--- config.mk ---
export PLATFORM = sky130hd
export DESIGN_NAME = status_core
export DESIGN_NICKNAME = d
export VERILOG_FILES = /design/src/status_pkg.sv /design/src/selftest_if.sv /design/src/self_test_timer.sv /design/src/status_core.sv
export SDC_FILE = /design/constraint.sdc
export NUM_CORES = 1
export LEC_CHECK = 0
export BUFFER_PORTS_ARGS = -buffer_cell sky130_fd_sc_hd__buf_2
export CAP_MARGIN = 20
export CORE_MARGIN = 4
export CORE_UTILIZATION = 30
export CTS_BUF_LIST = sky130_fd_sc_hd__clkbuf_16
export DETAILED_ROUTE_END_ITERATION = 10
export GPL_ROUTABILITY_DRIVEN = 0
export PLACE_DENSITY = 0.48
export SKIP_LAST_GASP = 1
export SLEW_MARGIN = 20
export SYNTH_ARGS = -nofsm -noshare
export SYNTH_HDL_FRONTEND = slang
export SYNTH_SLANG_ARGS = --single-unit
--- constraint.sdc ---
create_clock -name core_clk_in -period 2.9 [get_ports core_clk_in]
set_input_delay 0.145 -clock core_clk_in [delete_from_list [all_inputs] [get_ports core_clk_in]]
set_output_delay 0.145 -clock core_clk_in [all_outputs]
set_load 0.005 [all_outputs]
--- src/status_pkg.sv ---
// shared constants, command codes and helpers for the status reporting block
package status_pkg;
   localparam int BYTE_W = 8; // width of every 488.2 status register
   localparam int EXT_W = 16; // width of the extended event path
   localparam logic [7:0] SER_RESET = 8'h80; // power-on flag set at start
   localparam logic [7:0] MASK_RESET = 8'h00; // enables start all disabled
   localparam logic [15:0] EXT_RESET = 16'h0000; // extended regs empty
   localparam logic [7:0] SRE_KEEP = 8'hbf; // summary position never stored
   localparam logic [7:0] ASCII_ONE = 8'h31; // reply to operation query
   // status byte bit positions
   localparam int SB_EAV = 2;
   localparam int SB_EES = 3;
   localparam int SB_MAV = 4;
   localparam int SB_ESB = 5;
   localparam int SB_RQS = 6;
   // standard event bit positions
   localparam int SE_OPC = 0;
   localparam int SE_QYE = 2;
   localparam int SE_DDE = 3;
   localparam int SE_EXE = 4;
   localparam int SE_CME = 5;
   localparam int SE_PON = 7;
   // self-test duration
   localparam int CLK_PERIOD_PS = 10000; // 100 MHz core clock
   localparam int ST_TIME_MS = 1000; // roughly one second
   localparam int ST_CYCLES = ST_TIME_MS * (1000000000 / CLK_PERIOD_PS);
   localparam logic [1:0] IDN_LAST = 2'h3; // four identity fields

   // decoded common commands as delivered by the parser
   typedef enum logic [3:0] {
      cmd_cls, cmd_ese, cmd_ese_q, cmd_esr_q, cmd_idn_q, cmd_opc,
      cmd_opc_q, cmd_opt_q, cmd_rst, cmd_sre, cmd_sre_q, cmd_stb_q,
      cmd_tst_q, cmd_wai, cmd_eese, cmd_eesr_q
   } cmd_t;

   // kind of value carried by a response beat
   typedef enum logic [2:0] {
      resp_num, resp_ascii, resp_none_word, resp_id_maker,
      resp_id_model, resp_id_serial, resp_id_fw
   } resp_t;

   // true for every command that produces a response
   function automatic logic is_query(input cmd_t c);
      is_query = (c == cmd_ese_q) || (c == cmd_esr_q) || (c == cmd_idn_q)
         || (c == cmd_opc_q) || (c == cmd_opt_q) || (c == cmd_sre_q)
         || (c == cmd_stb_q) || (c == cmd_tst_q) || (c == cmd_eesr_q);
   endfunction : is_query
endpackage : status_pkg

--- src/selftest_if.sv ---
// handshake between the command core and the self-test timer
`timescale 1ns/1ps
interface selftest_if;
   logic start; // one-cycle request to run the test
   logic fail_src; // external pass/fail level, sampled at the end
   logic done; // one-cycle pulse when the test has finished
   logic result; // 1 when the test failed
   modport ctrl(output start, output fail_src, input done, input result);
   modport timer(input start, input fail_src, output done, output result);
endinterface : selftest_if

--- src/self_test_timer.sv ---
// paces the self-test so that its answer comes after the full duration
`timescale 1ns/1ps
module self_test_timer #(
   parameter int unsigned TEST_CYCLES = status_pkg::ST_CYCLES
) (
   input wire logic core_clk_in, // core clock
   input wire logic nrst_in, // async reset, active low
   selftest_if.timer st // start in, done and result out
);
   logic [31:0] count_ff; // cycles elapsed in the running test
   logic busy_ff; // test in progress
   logic done_ff; // finished pulse
   logic result_ff; // captured outcome
   wire last_cycle = busy_ff && (count_ff == 32'(TEST_CYCLES - 1));

   ////////////////////////////////////////////////////////////////////////
   // count out the test; a start while busy is ignored
   always_ff @(posedge core_clk_in or negedge nrst_in) begin
      if (!nrst_in) begin
         count_ff <= '0;
         busy_ff <= 1'b0;
         done_ff <= 1'b0;
         result_ff <= 1'b0;
      end else begin
         done_ff <= last_cycle;
         if (st.start && !busy_ff) begin
            busy_ff <= 1'b1;
            count_ff <= '0;
         end else if (last_cycle) begin
            busy_ff <= 1'b0;
            result_ff <= st.fail_src;
         end else if (busy_ff) begin
            count_ff <= count_ff + 32'h1;
         end
      end
   end

   assign st.done = done_ff;
   assign st.result = result_ff;
endmodule : self_test_timer

--- src/status_core.sv ---
// common command interpreter and status reporting registers
// What this block does
// clear-status zeroes event registers, error queue
// after terminator clear-status also empties output queue
// event enable takes 0..255, resets to zero
// disabled events never raise event summary bit
// event enable read returns value unchanged
// event register query returns sum then clears
// syntax error sets event bit five
// identity answers maker, model, serial, firmware
// operation-complete command sets bit zero immediately
// operation-complete query answers ASCII one at once
// options query answers none; later query errors
// reset command restores defaults except communication
// service enable takes 0..255, resets zero, readable
// service enable bit six stored as zero
// status query reports master summary in bit six
// status query clears nothing
// self-test answers 0 or 1 after one second
// wait command accepted, does nothing
// summary bits from events, output, extended, errors
// event and extended sources each gated by own enable mask
// serial poll returns status byte with request bit
// master summary when any enabled bit set
// request bit set on rise, cleared by poll/fall
// error-available bit follows error queue non-empty
// power-on bit set after reset
// summaries recomputed from current state every cycle
`timescale 1ns/1ps
module status_core #(
   parameter int unsigned TEST_CYCLES = status_pkg::ST_CYCLES,
   parameter logic [15:0] MAKER_CODE = 16'h00a5, // arbitrary value
   parameter logic [15:0] MODEL_CODE = 16'h0001, // arbitrary value
   parameter logic [15:0] SERIAL_NO = 16'h0001, // arbitrary value
   parameter logic [15:0] FW_VERSION = 16'h0100 // arbitrary value
) (
   input wire logic core_clk_in, // core clock
   input wire logic nrst_in, // async reset, active low
   input wire logic cmd_valid_in, // decoded command present
   input wire status_pkg::cmd_t cmd_in, // which common command
   input wire logic [15:0] cmd_arg_in, // numeric argument
   input wire logic msg_start_in, // command follows a terminator
   output logic cmd_ready_out, // core idle, can take a command this cycle
   input wire logic syntax_err_in, // parser saw a syntax error
   input wire logic exec_err_in, // command could not run
   input wire logic dev_err_in, // internal device fault
   input wire logic query_err_in, // output queue lost data
   input wire logic [15:0] ext_event_in, // filtered extended events
   input wire logic err_queue_nonempty_in, // error queue level
   input wire logic out_queue_nonempty_in, // output queue level
   input wire logic self_test_fail_in, // self-test outcome level
   input wire logic poll_in, // serial poll strobe
   output logic [7:0] poll_byte_out, // status byte for the poll
   output logic srq_out, // service request line
   output logic resp_valid_out, // response beat valid
   output status_pkg::resp_t resp_tag_out, // response kind
   output logic [15:0] resp_data_out, // response value
   output logic err_clear_out, // empty the error queue
   output logic out_clear_out, // empty the output queue
   output logic settings_reset_out // restore non-comm defaults
);
   typedef enum logic [1:0] {st_idle, st_idn, st_test} state_t;

   state_t state_ff; // sequencer state
   state_t nxt_state; // next sequencer state
   logic [7:0] ser_ff; // standard event flags
   logic [7:0] sem_ff; // standard event mask
   logic [7:0] srm_ff; // service request mask
   logic [15:0] eer_ff; // extended event register
   logic [15:0] eee_ff; // extended event enable
   logic rqs_ff; // request service latch
   logic mss_d_ff; // master summary one cycle ago
   logic opt_seen_ff; // options query already in this message
   logic [1:0] idn_idx_ff; // identity field being sent
   logic [7:0] poll_byte_ff; // captured poll answer
   logic resp_valid_ff; // response beat valid
   status_pkg::resp_t resp_tag_ff; // response kind
   logic [15:0] resp_data_ff; // response value
   logic err_clr_ff; // error-queue clear pulse
   logic out_clr_ff; // output-queue clear pulse
   logic rst_ff; // settings reset pulse
   logic nxt_valid; // next response valid
   status_pkg::resp_t nxt_tag; // next response kind
   logic [15:0] nxt_data; // next response value
   selftest_if st(); // link to the self-test timer

   // zero-extends an 8-bit register into the response word
   function automatic logic [15:0] widen(input logic [7:0] v);
      widen = {{(status_pkg::EXT_W - status_pkg::BYTE_W){1'b0}}, v};
   endfunction : widen

   ////////////////////////////////////////////////////////////////////////
   // command decode
   assign cmd_ready_out = (state_ff == st_idle);
   wire take = cmd_valid_in && cmd_ready_out;
   wire do_cls = take && (cmd_in == status_pkg::cmd_cls);
   wire do_esr = take && (cmd_in == status_pkg::cmd_esr_q);
   wire do_eesr = take && (cmd_in == status_pkg::cmd_eesr_q);
   wire do_opc = take && (cmd_in == status_pkg::cmd_opc);
   wire do_ese = take && (cmd_in == status_pkg::cmd_ese);
   wire do_sre = take && (cmd_in == status_pkg::cmd_sre);
   wire do_eese = take && (cmd_in == status_pkg::cmd_eese);
   wire do_rst = take && (cmd_in == status_pkg::cmd_rst);
   wire do_opt = take && (cmd_in == status_pkg::cmd_opt_q);
   wire do_idn = take && (cmd_in == status_pkg::cmd_idn_q);
   wire do_tst = take && (cmd_in == status_pkg::cmd_tst_q);
   wire take_q = take && status_pkg::is_query(cmd_in);
   // a query later in the same message as the options query
   wire opt_follow = take_q && opt_seen_ff && !msg_start_in;

   ////////////////////////////////////////////////////////////////////////
   // event sources and summary bits, all combinational from state
   logic [7:0] ev_set; // events arriving this cycle
   always_comb begin
      ev_set = '0;
      ev_set[status_pkg::SE_OPC] = do_opc;
      ev_set[status_pkg::SE_QYE] = query_err_in | opt_follow;
      ev_set[status_pkg::SE_DDE] = dev_err_in;
      ev_set[status_pkg::SE_EXE] = exec_err_in;
      ev_set[status_pkg::SE_CME] = syntax_err_in;
   end
   // the set wins: an event landing with a clear or a read is kept
   wire [7:0] nxt_ser = ((do_cls || do_esr) ? '0 : ser_ff) | ev_set;
   wire [15:0] nxt_eer = ((do_cls || do_eesr) ? '0 : eer_ff)
      | ext_event_in;
   wire esb = |(ser_ff & sem_ff);
   wire ees = |(eer_ff & eee_ff);
   logic [7:0] stb_core; // status byte without bit 6
   always_comb begin
      stb_core = '0;
      stb_core[status_pkg::SB_EAV] = err_queue_nonempty_in;
      stb_core[status_pkg::SB_EES] = ees;
      stb_core[status_pkg::SB_MAV] = out_queue_nonempty_in;
      stb_core[status_pkg::SB_ESB] = esb;
   end
   wire mss = |(stb_core & srm_ff);
   wire [7:0] rqs_bit = rqs_ff ? (8'h01 << status_pkg::SB_RQS) : '0;
   wire [7:0] mss_bit = mss ? (8'h01 << status_pkg::SB_RQS) : '0;
   // rising summary sets, falling summary or poll clears; rise wins
   wire nxt_rqs = mss && ((!mss_d_ff) || (rqs_ff && !poll_in));

   ////////////////////////////////////////////////////////////////////////
   // sequencer: identity needs four beats, self-test waits for the timer
   always_comb begin
      nxt_state = state_ff;
      unique case (state_ff)
         st_idle: begin
            if (do_idn) begin
               nxt_state = st_idn;
            end else if (do_tst) begin
               nxt_state = st_test;
            end
         end
         st_idn: begin
            if (idn_idx_ff == status_pkg::IDN_LAST) begin
               nxt_state = st_idle;
            end
         end
         st_test: begin
            if (st.done) begin
               nxt_state = st_idle;
            end
         end
      endcase
   end

   ////////////////////////////////////////////////////////////////////////
   // response selection
   always_comb begin
      nxt_valid = 1'b0;
      nxt_tag = status_pkg::resp_num;
      nxt_data = '0;
      if (state_ff == st_idn) begin
         nxt_valid = 1'b1;
         unique case (idn_idx_ff)
            2'h0: begin
               nxt_tag = status_pkg::resp_id_maker;
               nxt_data = MAKER_CODE;
            end
            2'h1: begin
               nxt_tag = status_pkg::resp_id_model;
               nxt_data = MODEL_CODE;
            end
            2'h2: begin
               nxt_tag = status_pkg::resp_id_serial;
               nxt_data = SERIAL_NO;
            end
            2'h3: begin
               nxt_tag = status_pkg::resp_id_fw;
               nxt_data = FW_VERSION;
            end
         endcase
      end else if (state_ff == st_test) begin
         nxt_valid = st.done;
         nxt_data = {15'h0000, st.result};
      end else if (take_q && !do_idn && !do_tst) begin
         nxt_valid = 1'b1;
         unique case (cmd_in)
            status_pkg::cmd_ese_q: nxt_data = widen(sem_ff);
            status_pkg::cmd_esr_q: nxt_data = widen(ser_ff);
            status_pkg::cmd_sre_q: nxt_data = widen(srm_ff);
            status_pkg::cmd_stb_q: nxt_data = widen(stb_core | mss_bit);
            status_pkg::cmd_eesr_q: nxt_data = eer_ff;
            status_pkg::cmd_opc_q: begin
               nxt_tag = status_pkg::resp_ascii;
               nxt_data = widen(status_pkg::ASCII_ONE);
            end
            status_pkg::cmd_opt_q: nxt_tag = status_pkg::resp_none_word;
            default: nxt_data = '0;
         endcase
      end
   end

   assign st.start = do_tst;
   assign st.fail_src = self_test_fail_in;

   self_test_timer #(.TEST_CYCLES(TEST_CYCLES)) u_timer (
      .core_clk_in(core_clk_in),
      .nrst_in(nrst_in),
      .st(st.timer)
   );

   ////////////////////////////////////////////////////////////////////////
   // status registers; wait command has no branch and so does nothing
   always_ff @(posedge core_clk_in or negedge nrst_in) begin
      if (!nrst_in) begin
         ser_ff <= status_pkg::SER_RESET;
         sem_ff <= status_pkg::MASK_RESET;
         srm_ff <= status_pkg::MASK_RESET;
         eer_ff <= status_pkg::EXT_RESET;
         eee_ff <= status_pkg::EXT_RESET;
      end else begin
         ser_ff <= nxt_ser;
         eer_ff <= nxt_eer;
         if (do_ese) sem_ff <= cmd_arg_in[7:0];
         if (do_sre) srm_ff <= cmd_arg_in[7:0] & status_pkg::SRE_KEEP;
         if (do_eese) eee_ff <= cmd_arg_in;
      end
   end

   // request latch, poll capture and message tracking
   always_ff @(posedge core_clk_in or negedge nrst_in) begin
      if (!nrst_in) begin
         rqs_ff <= 1'b0;
         mss_d_ff <= 1'b0;
         poll_byte_ff <= '0;
         opt_seen_ff <= 1'b0;
      end else begin
         rqs_ff <= nxt_rqs;
         mss_d_ff <= mss;
         if (poll_in) poll_byte_ff <= stb_core | rqs_bit;
         if (take) opt_seen_ff <= do_opt || (opt_seen_ff && !msg_start_in);
      end
   end

   // sequencer, responses and side-effect pulses
   always_ff @(posedge core_clk_in or negedge nrst_in) begin
      if (!nrst_in) begin
         state_ff <= st_idle;
         idn_idx_ff <= '0;
         resp_valid_ff <= 1'b0;
         resp_tag_ff <= status_pkg::resp_num;
         resp_data_ff <= '0;
         err_clr_ff <= 1'b0;
         out_clr_ff <= 1'b0;
         rst_ff <= 1'b0;
      end else begin
         state_ff <= nxt_state;
         idn_idx_ff <= (state_ff == st_idn) ? idn_idx_ff + 2'h1 : '0;
         resp_valid_ff <= nxt_valid;
         resp_tag_ff <= nxt_tag;
         resp_data_ff <= nxt_data;
         err_clr_ff <= do_cls;
         out_clr_ff <= do_cls && msg_start_in;
         rst_ff <= do_rst;
      end
   end

   assign poll_byte_out = poll_byte_ff;
   assign srq_out = rqs_ff;
   assign resp_valid_out = resp_valid_ff;
   assign resp_tag_out = resp_tag_ff;
   assign resp_data_out = resp_data_ff;
   assign err_clear_out = err_clr_ff;
   assign out_clear_out = out_clr_ff;
   assign settings_reset_out = rst_ff;
endmodule : status_core

* Word-level counts from Yosys, hierarchy flattened
Index checks and enable logic that the tools add are counted.
** Word-level totals
- Word-level logic and storage cells :: 137
- Flip-flop bits (word level) :: 128
** Cells by class
- Reduce and logical (&&, ||, !) cells :: 53
- Eq/ne operators :: 24
- Mux-type cells :: 28
- Bitwise logic cells :: 9
- Add/sub/neg operators :: 2
** Operators with widths (number)
- $mux W32 :: 3
- $pmux W16 S6 :: 1
- $mux W16 :: 4
- $pmux W16 S3 :: 1
- $add A32 B1 Y32 const B :: 1
- $eq A32 B27 Y1 const B :: 1
- $eq A4 B4 Y1 const B :: 7
- $logic_and A1 B1 Y1 :: 23
- $and A16 B16 Y16 :: 1
- $eq A4 B3 Y1 const B :: 4
- $or A16 B16 Y16 :: 1
- $reduce_or A16 Y1 :: 1
- $reduce_or A8 Y1 :: 2
- $mux W2 :: 7
- $mux W7 :: 2
- $or A6 B7 Y7 :: 2
- $logic_or A1 B1 Y1 :: 12
- $pmux W3 S4 :: 1
- $and A6 B8 Y8 :: 1
- $and A8 B8 Y8 :: 1
- $eq A4 B2 Y1 const B :: 2
- $mux W8 :: 1
- $or A8 B6 Y8 :: 1
- $eq A2 B2 Y1 const B :: 3
- 19 further kinds :: 33

* Logic depth before layout (Yosys ltp)
Gate-level depths: netlist of run 1.
- Depth after elaboration :: 15
- Mapped depth :: 7

* Modules after synthesis
From an unflattened synthesis of run 1, not the netlist that was laid out.
** Unflattened totals
- Cells, all modules :: 529
- Area, all modules :: 5978.2 µm²
** By module, submodules not included
- status_core :: cells each 310, sequential area each 2203.4 µm², area an instance 3960.0 µm², times used 1
- self_test_timer :: cells each 219, sequential area each 875.8 µm², area an instance 2018.2 µm², times used 1

* Worst setup path before layout of run 1
OpenSTA, ideal clock, no wires.
- Path kind :: flip-flop to flip-flop
- From :: register state_ff[0]
- To :: register eee_ff[10]
- Arrival time :: 1.852 ns
- Buffers on the path :: 1
- Cell stages (with the launch flop) :: 8
- Setup time :: 0.125 ns
- Slack :: 0.923 ns
- Required time :: 2.775 ns
- Path through :: dfrtp_1 inv_1 ha_1 and2_1 nand2_1 nor2_1 buf_4 mux2_2
** On the way
- Longest elaborated chain between the ends :: 3
** Ends and longest elaborated chain
- start, declared :: RTL line status_core.sv:64 : state_t state_ff;
- start signal, assigned :: RTL line status_core.sv:259 : state_ff <= st_idle;
- start signal, assigned :: RTL line status_core.sv:268 : state_ff <= nxt_state;
- $logic_not A2 Y1 :: RTL line status_core.sv:94 : assign cmd_ready_out = (state_ff == st_idle);
- net cmd_ready_out :: RTL line status_core.sv:43 : output logic cmd_ready_out,
- $logic_and A1 B1 Y1 :: RTL line status_core.sv:95 : wire take = cmd_valid_in && cmd_ready_out;
- $logic_and A1 B1 Y1 :: RTL line status_core.sv:102 : wire do_eese = take && (cmd_in == status_pkg::cmd_eese);
- end signal, assigned :: RTL line status_core.sv:231 : eee_ff <= status_pkg::EXT_RESET;
- end signal, assigned :: RTL line status_core.sv:237 : if (do_eese) eee_ff <= cmd_arg_in;
- end, declared :: RTL line status_core.sv:70 : logic [15:0] eee_ff;
The timed path passes the listed nets, and every way through them passes these cells.
A chain may end at the register's enable or synchronous reset.

* Worst setup path after layout of run 1
- From :: register state_ff[0]
- To :: register resp_data_ff[14], in the netlist resp_data_out[14]
** On the way
- Longest elaborated chain between the ends :: 9
- Elaborated cells on any way between the ends :: 14
** Ends and longest elaborated chain
- $logic_not A2 Y1 :: RTL line status_core.sv:94
- $logic_and A1 B1 Y1 :: RTL line status_core.sv:95
- $logic_and A1 B1 Y1 :: RTL line status_core.sv:105 : wire do_idn = take && (cmd_in == status_pkg::cmd_idn_q);
- $logic_not A1 Y1 :: RTL line status_core.sv:196 : end else if (take_q && !do_idn && !do_tst) begin
- $logic_and A1 B1 Y1 (2 in series) :: RTL line status_core.sv:196
- $mux W16 :: RTL line status_core.sv:196
- $mux W16 :: RTL line status_core.sv:193 : end else if (state_ff == st_test) begin
- $mux W16 * :: RTL line status_core.sv:173 : if (state_ff == st_idn) begin
- net nxt_data[14] :: RTL line status_core.sv:84 : logic [15:0] nxt_data;
- end signal, assigned :: RTL line status_core.sv:272 : resp_data_ff <= nxt_data;
- end, declared :: RTL line status_core.sv:78 : logic [15:0] resp_data_ff;
Mark *: on every way through the listed nets, which the timed path passes. The rest lies on a longest branch.

==> results of run 1 <==
-- state kept, by name (all words and copies together), names as in the netlist, 5 cells and up --
name              count
eee_ff               16
srm_ff                7
eer_ff               16
poll_byte_out         5
u_timer.count_ff     32
ser_ff                6
sem_ff                8
resp_data_out        16
-- repair_timing --
item / in CTS / in global routing
hold buffers: 33 / 0
gates resized for setup: 0 / 0
endpoints found under the hold margin: 79 / 0
-- cell usage in the layout (no fill, tap or decap), types with 8 or more instances in the layout --
master,synthesis,routed
sky130_fd_sc_hd__buf_4,5,8
sky130_fd_sc_hd__nor2_1,42,42
sky130_fd_sc_hd__nand4_1,15,15
sky130_fd_sc_hd__xor2_1,20,20
sky130_fd_sc_hd__clkbuf_16,0,17
sky130_fd_sc_hd__inv_1,9,11
sky130_fd_sc_hd__and2_1,11,11
sky130_fd_sc_hd__dfrtp_1,122,122
sky130_fd_sc_hd__buf_2,9,76
sky130_fd_sc_hd__dlygate4sd3_1,0,33
sky130_fd_sc_hd__nand3_1,23,23
sky130_fd_sc_hd__nand2_1,41,41
sky130_fd_sc_hd__mux2_2,40,40
sky130_fd_sc_hd__a21o_1,19,19
sky130_fd_sc_hd__ha_1,8,8
sky130_fd_sc_hd__nor3_1,14,13
sky130_fd_sc_hd__o21ai_0,15,15
sky130_fd_sc_hd__a21oi_1,17,17
-- worst max-delay path by stage --
stage / from / to / slack [ns] / depth (start not counted)
after floorplan: state_ff[0]$_DFFE_PN0P_ / eee_ff[10]$_DFFE_PN0P_ / 0.92 / 7
after global placement: state_ff[0]$_DFFE_PN0P_ / resp_data_out[8]$_DFF_PN0_ / 0.71 / 7
after detailed placement: state_ff[0]$_DFFE_PN0P_ / resp_data_out[13]$_DFF_PN0_ / 0.64 / 7
after CTS: state_ff[0]$_DFFE_PN0P_ / resp_data_out[14]$_DFF_PN0_ / 0.63 / 7
after global routing: state_ff[0]$_DFFE_PN0P_ / resp_data_out[15]$_DFF_PN0_ / 0.53 / 7
final: state_ff[0]$_DFFE_PN0P_ / resp_data_out[14]$_DFF_PN0_ / 0.64 / 7
-- through the flow --
stage,setup slack [ns],instances,hold slack (ns)
2_1_floorplan,0.9230,517,-0.1506
3_3_place_gp,0.7086,812,0.1948
3_5_place_dp,0.6400,812,0.1976
4_1_cts,0.6258,877,0.003715
5_1_grt,0.5286,877,0.006571
6_report,0.6399,877,0.02017
-- kinds of logic (layout without fill, tap and decap cells) --
group	after synthesis	count (layout)	synth area share, %
buf+inv	33	159	2.858
mux	46	46	8.969
flops	123	123	54.10
compound gates	87	87	10.42
xor+xnor	22	22	3.385
fa+ha+maj	8	8	1.759
simple gates	195	195	18.44
other cells	1	3	0.06589
-- worst register-to-register path: stages (launching register included) --
cell,delay [ns]
sky130_fd_sc_hd__dfrtp_1,0.36
sky130_fd_sc_hd__inv_1,0.07
sky130_fd_sc_hd__ha_1,0.25
sky130_fd_sc_hd__nand4b_1,0.25
sky130_fd_sc_hd__nor2_1,0.17
sky130_fd_sc_hd__nand2_1,0.26
sky130_fd_sc_hd__nor3_2,0.62
sky130_fd_sc_hd__and2_1,0.22
-- per-layer routing --
| metal | wire length [um] | share of wire (%) | track usage, % | vias to the layer above |
|---|---|---|---|---|
| li1 | - | - | - | 2079 |
| met1 | 7486 | 51 | 20.84 | 2191 |
| met2 | 6557 | 44 | 20.70 | 101 |
| met3 | 673 | 4.5 | 4.080 | 6 |
| met4 | 87 | 0.59 | 3.514 | 0 |
| met5 | 0 | 0 | 0 | - |
-- cell type report --
| class | count | share of cell area, % |
|---|---|---|
| flip-flops and latches | 123 | 42.52 |
| multi-input cells | 361 | 34.00 |
| repair buffers | 118 | 10.92 |
| clock buffers | 17 | 5.874 |
| well taps | 234 | 4.043 |
| clock inverters | 15 | 2.177 |
| inverters | 9 | 0.4665 |
-- power by group --
group	internal [mW]	switching, mW	total (mW)
Combinational	0.0783	0.0991	0.177
Clock	1.33	0.739	2.07
Sequential	1.72	0.00130	1.72
Total	3.13	0.839	3.97
==> results.py, run 1 <==
metrics = {
    "outcome": {
        "run_status": "completed",
    },
    "worst_setup_path": {
        "crit_type": "flip-flop to flip-flop",
        "startpoint_class_of_the_critical_path": "flip-flop",
        "timing.reg2reg.worst_path_depth": 7,
        "cp_data_required_time_ns": 3.24,
        "critical_path.reg2reg.endpoint": "resp_data_out[14]$_DFF_PN0_",
        "cpMaxStageDelayCell": "sky130_fd_sc_hd__nor3_2",
        "cp.arrival_ns": 2.60,
        "critPathCaptureType": "flip-flop",
        "cpPeakStageDelay_ns": 0.62,
        "timing.critical_path.fanout_max": 9,
        "r2r_start": "state_ff[0]$_DFFE_PN0P_",
        "cpLargestDelayFamily": "simple AND/OR/NAND/NOR gates",
        "critical_path_buf_inv_count": 1,
        "crit_path_cell_trace": "inv_1 -> ha_1 -> nand4b_1 -> nor2_1 -> nand2_1 -> nor3_2 -> and2_1",
        "reg2reg_slack_ns": 0.64,
    },
    "route": {
        "post-route-drc-count": 0,
        "detail_route.vias_per_cell": 4.991,
        "number_of_vias_after_detailed_routing": 4377,
        "detailedRoute.firstPassIterationCount": 6,
        "drtAntennaViolNets": 0,
        "drt_first_iter_violations": 320,
        "finalWirelength_mm": 14.80,
        "wire_per_inst_um": 16.88,
    },
    "job": {
        "cap_violations": 0,
    },
    "cells_and_area": {
        "multiInputGateArea_um2": 2462,
        "layout.core_utilization_pct": 38.72,
        "fin_nets": 686,
        "area_growth_syn_to_layout_pct": 27.24,
        "post_route_cells_drive_above_1_share_pct": 25.51,
        "finish.instance_area_um2": 7242,
        "num_antenna_cells": 0,
        "fill_cells": 1825,
        "final-seq-area_um2": 3079,
    },
    "floorplanning": {
        "design.die.area_um2": 21240,
        "fp.dieW_um": 145.7,
        "ios": 81,
        "die_h_um": 145.7,
        "rows": 50,
        "start_util_pct": 30.43,
        "design.core.area_um2": 18710,
    },
    "sta": {
        "finalHoldViolations": 0,
        "setup_violations": 0,
        "final.setup_skew_ns": 0.009007,
        "grt_setup_unrepaired": "no",
        "maxSlewViolCount": 0,
        "finalCriticalPeriod_ns": 2.260,
        "worst_pin_slew_ns": 0.7291,
        "fraction_of_the_cycle_the_final_worst_path_needs_pct": 77.93,
        "slew-limit-headroom_pct": 51.03,
        "total_negative_setup_slack_ns": 0,
        "clock.fmax_mhz": 442.5,
    },
    "clocking": {
        "ctsRootBufferMaster": "sky130_fd_sc_hd__clkbuf_16",
        "tritoncts": "done",
        "clk_transition_reported_paths_ns": 0.05,
        "postCtsSetupBuffers": 0,
        "clk_latency_ns": 0.41,
        "ctsHtreeMaxLevel": 4,
        "numCtsBuffers": 17,
        "cts.path.max_buffers": 2,
        "cts_sinks": 123,
    },
    "global_route": {
        "first_pass_grt_wire_length_mm": 24.27,
        "antenna_found_initial": 0,
        "track_usage_pct": 14.21,
        "largest_net_degree_at_the_start_of_global_routing": 53,
        "grt_overflow": 0,
        "first_global_vias": 4456,
    },
    "min_path": {
        "min_to": "sem_ff[4]$_DFFE_PN0P_",
        "worst_hold_startpoint": "cmd_arg_in[4]",
        "min_path_type": "primary input to flip-flop",
        "whs_path_depth": 2,
    },
    "power": {
        "irDropWorstVdd_v": 0.0003799,
        "total_power_mw": 3.970,
        "power_density_over_the_cells_nw_per_um2": 548.2,
        "p_leak_nw": 3.325,
    },
    "place": {
        "io_buffers": 77,
        "place_hpwl_mm": 10.45,
        "placed_cell_area_um2": 6329,
    },
    "logic_synthesis": {
        "ys_async_sr_fraction_pct": 100.0,
        "synth_top_area_share_pct": 53.64,
        "synth_top_flop_cell": "sky130_fd_sc_hd__dfrtp_1",
        "synth_area_um2": 5692,
        "synth.largest_area_cell": "sky130_fd_sc_hd__dfrtp_1",
        "synth-edff-count": 0,
        "yosys-top-cells-area": "sky130_fd_sc_hd__dfrtp_1, sky130_fd_sc_hd__mux2_2, sky130_fd_sc_hd__xor2_1",
        "yosysWarnings": 0,
        "netlist_instances": 515,
        "synth_sequential_area_ratio_pct": 54.10,
        "synth.cells.most_frequent": "sky130_fd_sc_hd__dfrtp_1, sky130_fd_sc_hd__nor2_1, sky130_fd_sc_hd__nand2_1",
        "synth_most_common_cell": "sky130_fd_sc_hd__dfrtp_1",
        "synth_cell_type_count": 67,
        "register_bit_total_from_synthesis": 123,
        "syn_area_per_cell_um2": 11.05,
    },
}
(Power assumes the default switching activity.)
==> inputs of run 2 (changes only) <==
PLACE_DENSITY = 0.5   (was 0.48)
clock period = 2 ns   (was 2.9 ns; I/O delays follow)
==> run 2 against run 1 <==
Net effect: worst hold slack worse by 0.0094 ns; sequential power rose by 45%; wire length grew 0.26%; combinational power is 55% higher; via count up 1.9%; sequential cell count stayed put; non-clock buffer count increased by 33; critical path type unchanged; critical endpoint is now u_timer.st.result$_DFFE_PN0P_; largest cell class unchanged; highest routed layer unchanged.
==> results.py, run 2 (synthesis results as in run 1) <==
metrics = {
    "route": {
        "wire_per_inst_um": 16.31,
        "number_of_vias_after_detailed_routing": 4458,
        "drtAntennaViolNets": 0,
        "detail_route.vias_per_cell": 4.899,
        "post-route-drc-count": 0,
        "finalWirelength_mm": 14.84,
        "drt_first_iter_violations": 253,
        "detailedRoute.firstPassIterationCount": 5,
    },
    "job": {
        "cap_violations": 0,
    },
    "floorplanning": {
        "ios": 81,
        "fp.dieW_um": 145.7,
        "start_util_pct": 30.43,
        "design.core.area_um2": 18710,
        "rows": 50,
        "die_h_um": 145.7,
        "design.die.area_um2": 21240,
    },
    "cells_and_area": {
        "post_route_cells_drive_above_1_share_pct": 28.70,
        "num_antenna_cells": 0,
        "layout.core_utilization_pct": 40.45,
        "fin_nets": 719,
        "area_growth_syn_to_layout_pct": 32.93,
        "max_flop_register": "u_timer.count_ff",
        "layout.cells.most_common_list": "sky130_fd_sc_hd__dfrtp_1, sky130_fd_sc_hd__buf_2, sky130_fd_sc_hd__nor2_1",
        "finish.cell_count_without_fillers": 910,
        "commonest_non_fill_non_tap_cell_in_the_layout": "sky130_fd_sc_hd__dfrtp_1",
        "number_of_flip_flops_under_the_largest_register_name": 32,
    },
    "global_route": {
        "grt_overflow": 0,
        "antenna_found_initial": 0,
        "first_pass_grt_wire_length_mm": 24.62,
        "largest_net_degree_at_the_start_of_global_routing": 50,
        "first_global_vias": 4690,
        "track_usage_pct": 14.52,
    },
    "sta": {
        "fraction_of_the_cycle_the_final_worst_path_needs_pct": 95.62,
        "slew-limit-headroom_pct": 56.34,
        "worst_pin_slew_ns": 0.6550,
        "maxSlewViolCount": 0,
        "finalHoldViolations": 0,
        "setup_violations": 0,
        "final.setup_skew_ns": 0.02356,
        "grt_setup_unrepaired": "yes",
        "finalCriticalPeriod_ns": 1.912,
        "clock.fmax_mhz": 522.9,
    },
    "power": {
        "power_density_over_the_cells_nw_per_um2": 767.0,
        "netSwitchingPower_mw": 1.250,
        "power.share.switching_pct": 21.54,
        "clock_power_share_pct": 52.3,
        "p_leak_nw": 3.487,
        "power.combinational.fraction_pct": 4.7,
        "irDropWorstVdd_v": 0.0003924,
        "internal_power_mw": 4.553,
        "total_power_mw": 5.803,
        "seqPwrFrac_pct": 43.0,
    },
    "place": {
        "place_inst": 835,
        "place_hpwl_mm": 10.49,
        "io_buffers": 77,
    },
    "worst_setup_path": {
        "critPathCaptureType": "flip-flop",
        "reg2reg_slack_ns": 0.09,
        "crit_type": "flip-flop to flip-flop",
        "timing.critical_path.fanout_max": 10,
        "cp_data_required_time_ns": 2.29,
        "startpoint_class_of_the_critical_path": "flip-flop",
        "cp.arrival_ns": 2.20,
    },
    "clocking": {
        "ctsHtreeMaxLevel": 4,
        "clk_transition_reported_paths_ns": 0.05,
        "clk_latency_ns": 0.42,
        "ctsRootBufferMaster": "sky130_fd_sc_hd__clkbuf_16",
        "numCtsBuffers": 17,
        "cts.path.max_buffers": 2,
        "cts_sinks": 123,
        "tritoncts": "done",
    },
    "min_path": {
        "min_path_type": "primary input to flip-flop",
    },
    "outcome": {
        "run_status": "completed",
    },
}
## run 2: final cells by class
| type | count | area (um2) |
|---|---|---|
| Clock buffer | 17 | 425.4 |
| Clock inverter | 15 | 157.7 |
| Fill cell | 1787 | 11140 |
| Inverter | 9 | 33.78 |
| Multi-Input combinational cell | 361 | 2481 |
| Sequential cell | 123 | 3079 |
| Tap cell | 234 | 292.8 |
| Timing Repair Buffer | 151 | 1096 |
## run 2: per-stage QoR
stage	worst slack, ns	cell area, um2	hold slack [ns]	TNS [ns]
after floorplan	0.02302	5699	-0.1956	0
after global routing	-0.03165	7566	0.01016	-0.04563
final	0.08755	7566	0.01077	0
after CTS	0.03070	7538	0.003799	0
after detailed placement	-0.01288	6539	0.1737	-0.01288
after global placement	0.02679	6539	0.1678	0
## run 2: critical path: stages (launching register included)
cell and delay [ns]:
sky130_fd_sc_hd__dfrtp_1 0.41, sky130_fd_sc_hd__nor4bb_2 0.39, sky130_fd_sc_hd__nand2_1 0.08, sky130_fd_sc_hd__and4bb_4 0.41
sky130_fd_sc_hd__and2_2 0.17, sky130_fd_sc_hd__mux2_2 0.32
## run 2: final timing paths
kind | cells after the start | start | end
setup / recovery | 5 | u_timer.count_ff[19]$_DFFE_PN0P_ | u_timer.st.result$_DFFE_PN0P_
min in group asynchronous | 2 | nrst_in | poll_byte_out[6]$_DFFE_PN0P_
max in group asynchronous | 3 | nrst_in | idn_idx_ff[0]$_DFF_PN0_
hold reg to reg | 1 | mss_d_ff$_DFF_PN0_ | srq_out$_DFF_PN0_
setup reg to reg | 5 | u_timer.count_ff[19]$_DFFE_PN0P_ | u_timer.st.result$_DFFE_PN0P_
hold / removal | 2 | poll_in | poll_byte_out[3]$_DFFE_PN0P_
## run 2: metal layers
layer	wire, um	vias up	global-route usage (%)
li1	-	2146	-
met1	7330	2193	19.94
met2	6675	101	21.87
met3	584	18	4.142
met4	250	0	5.413
met5	0	-	0
## run 2: what timing repair did
action,in CTS,in global routing
gates resized for setup,2,4
buffers inserted,0,2
hold endpoints to repair,101,0
pin swaps,0,1
endpoints found under the setup margin,2,26
hold buffers,41,0
## run 2: power by group through the flow
stage	sequential, mW	clock [mW]	combinational (mW)
final	2.50	3.03	0.274
after global routing	2.50	3.20	0.307
after CTS	2.50	3.11	0.279
after detailed placement	2.54	0	0.216
after global placement	2.54	0	0.213
after floorplan	2.54	0	0.0744
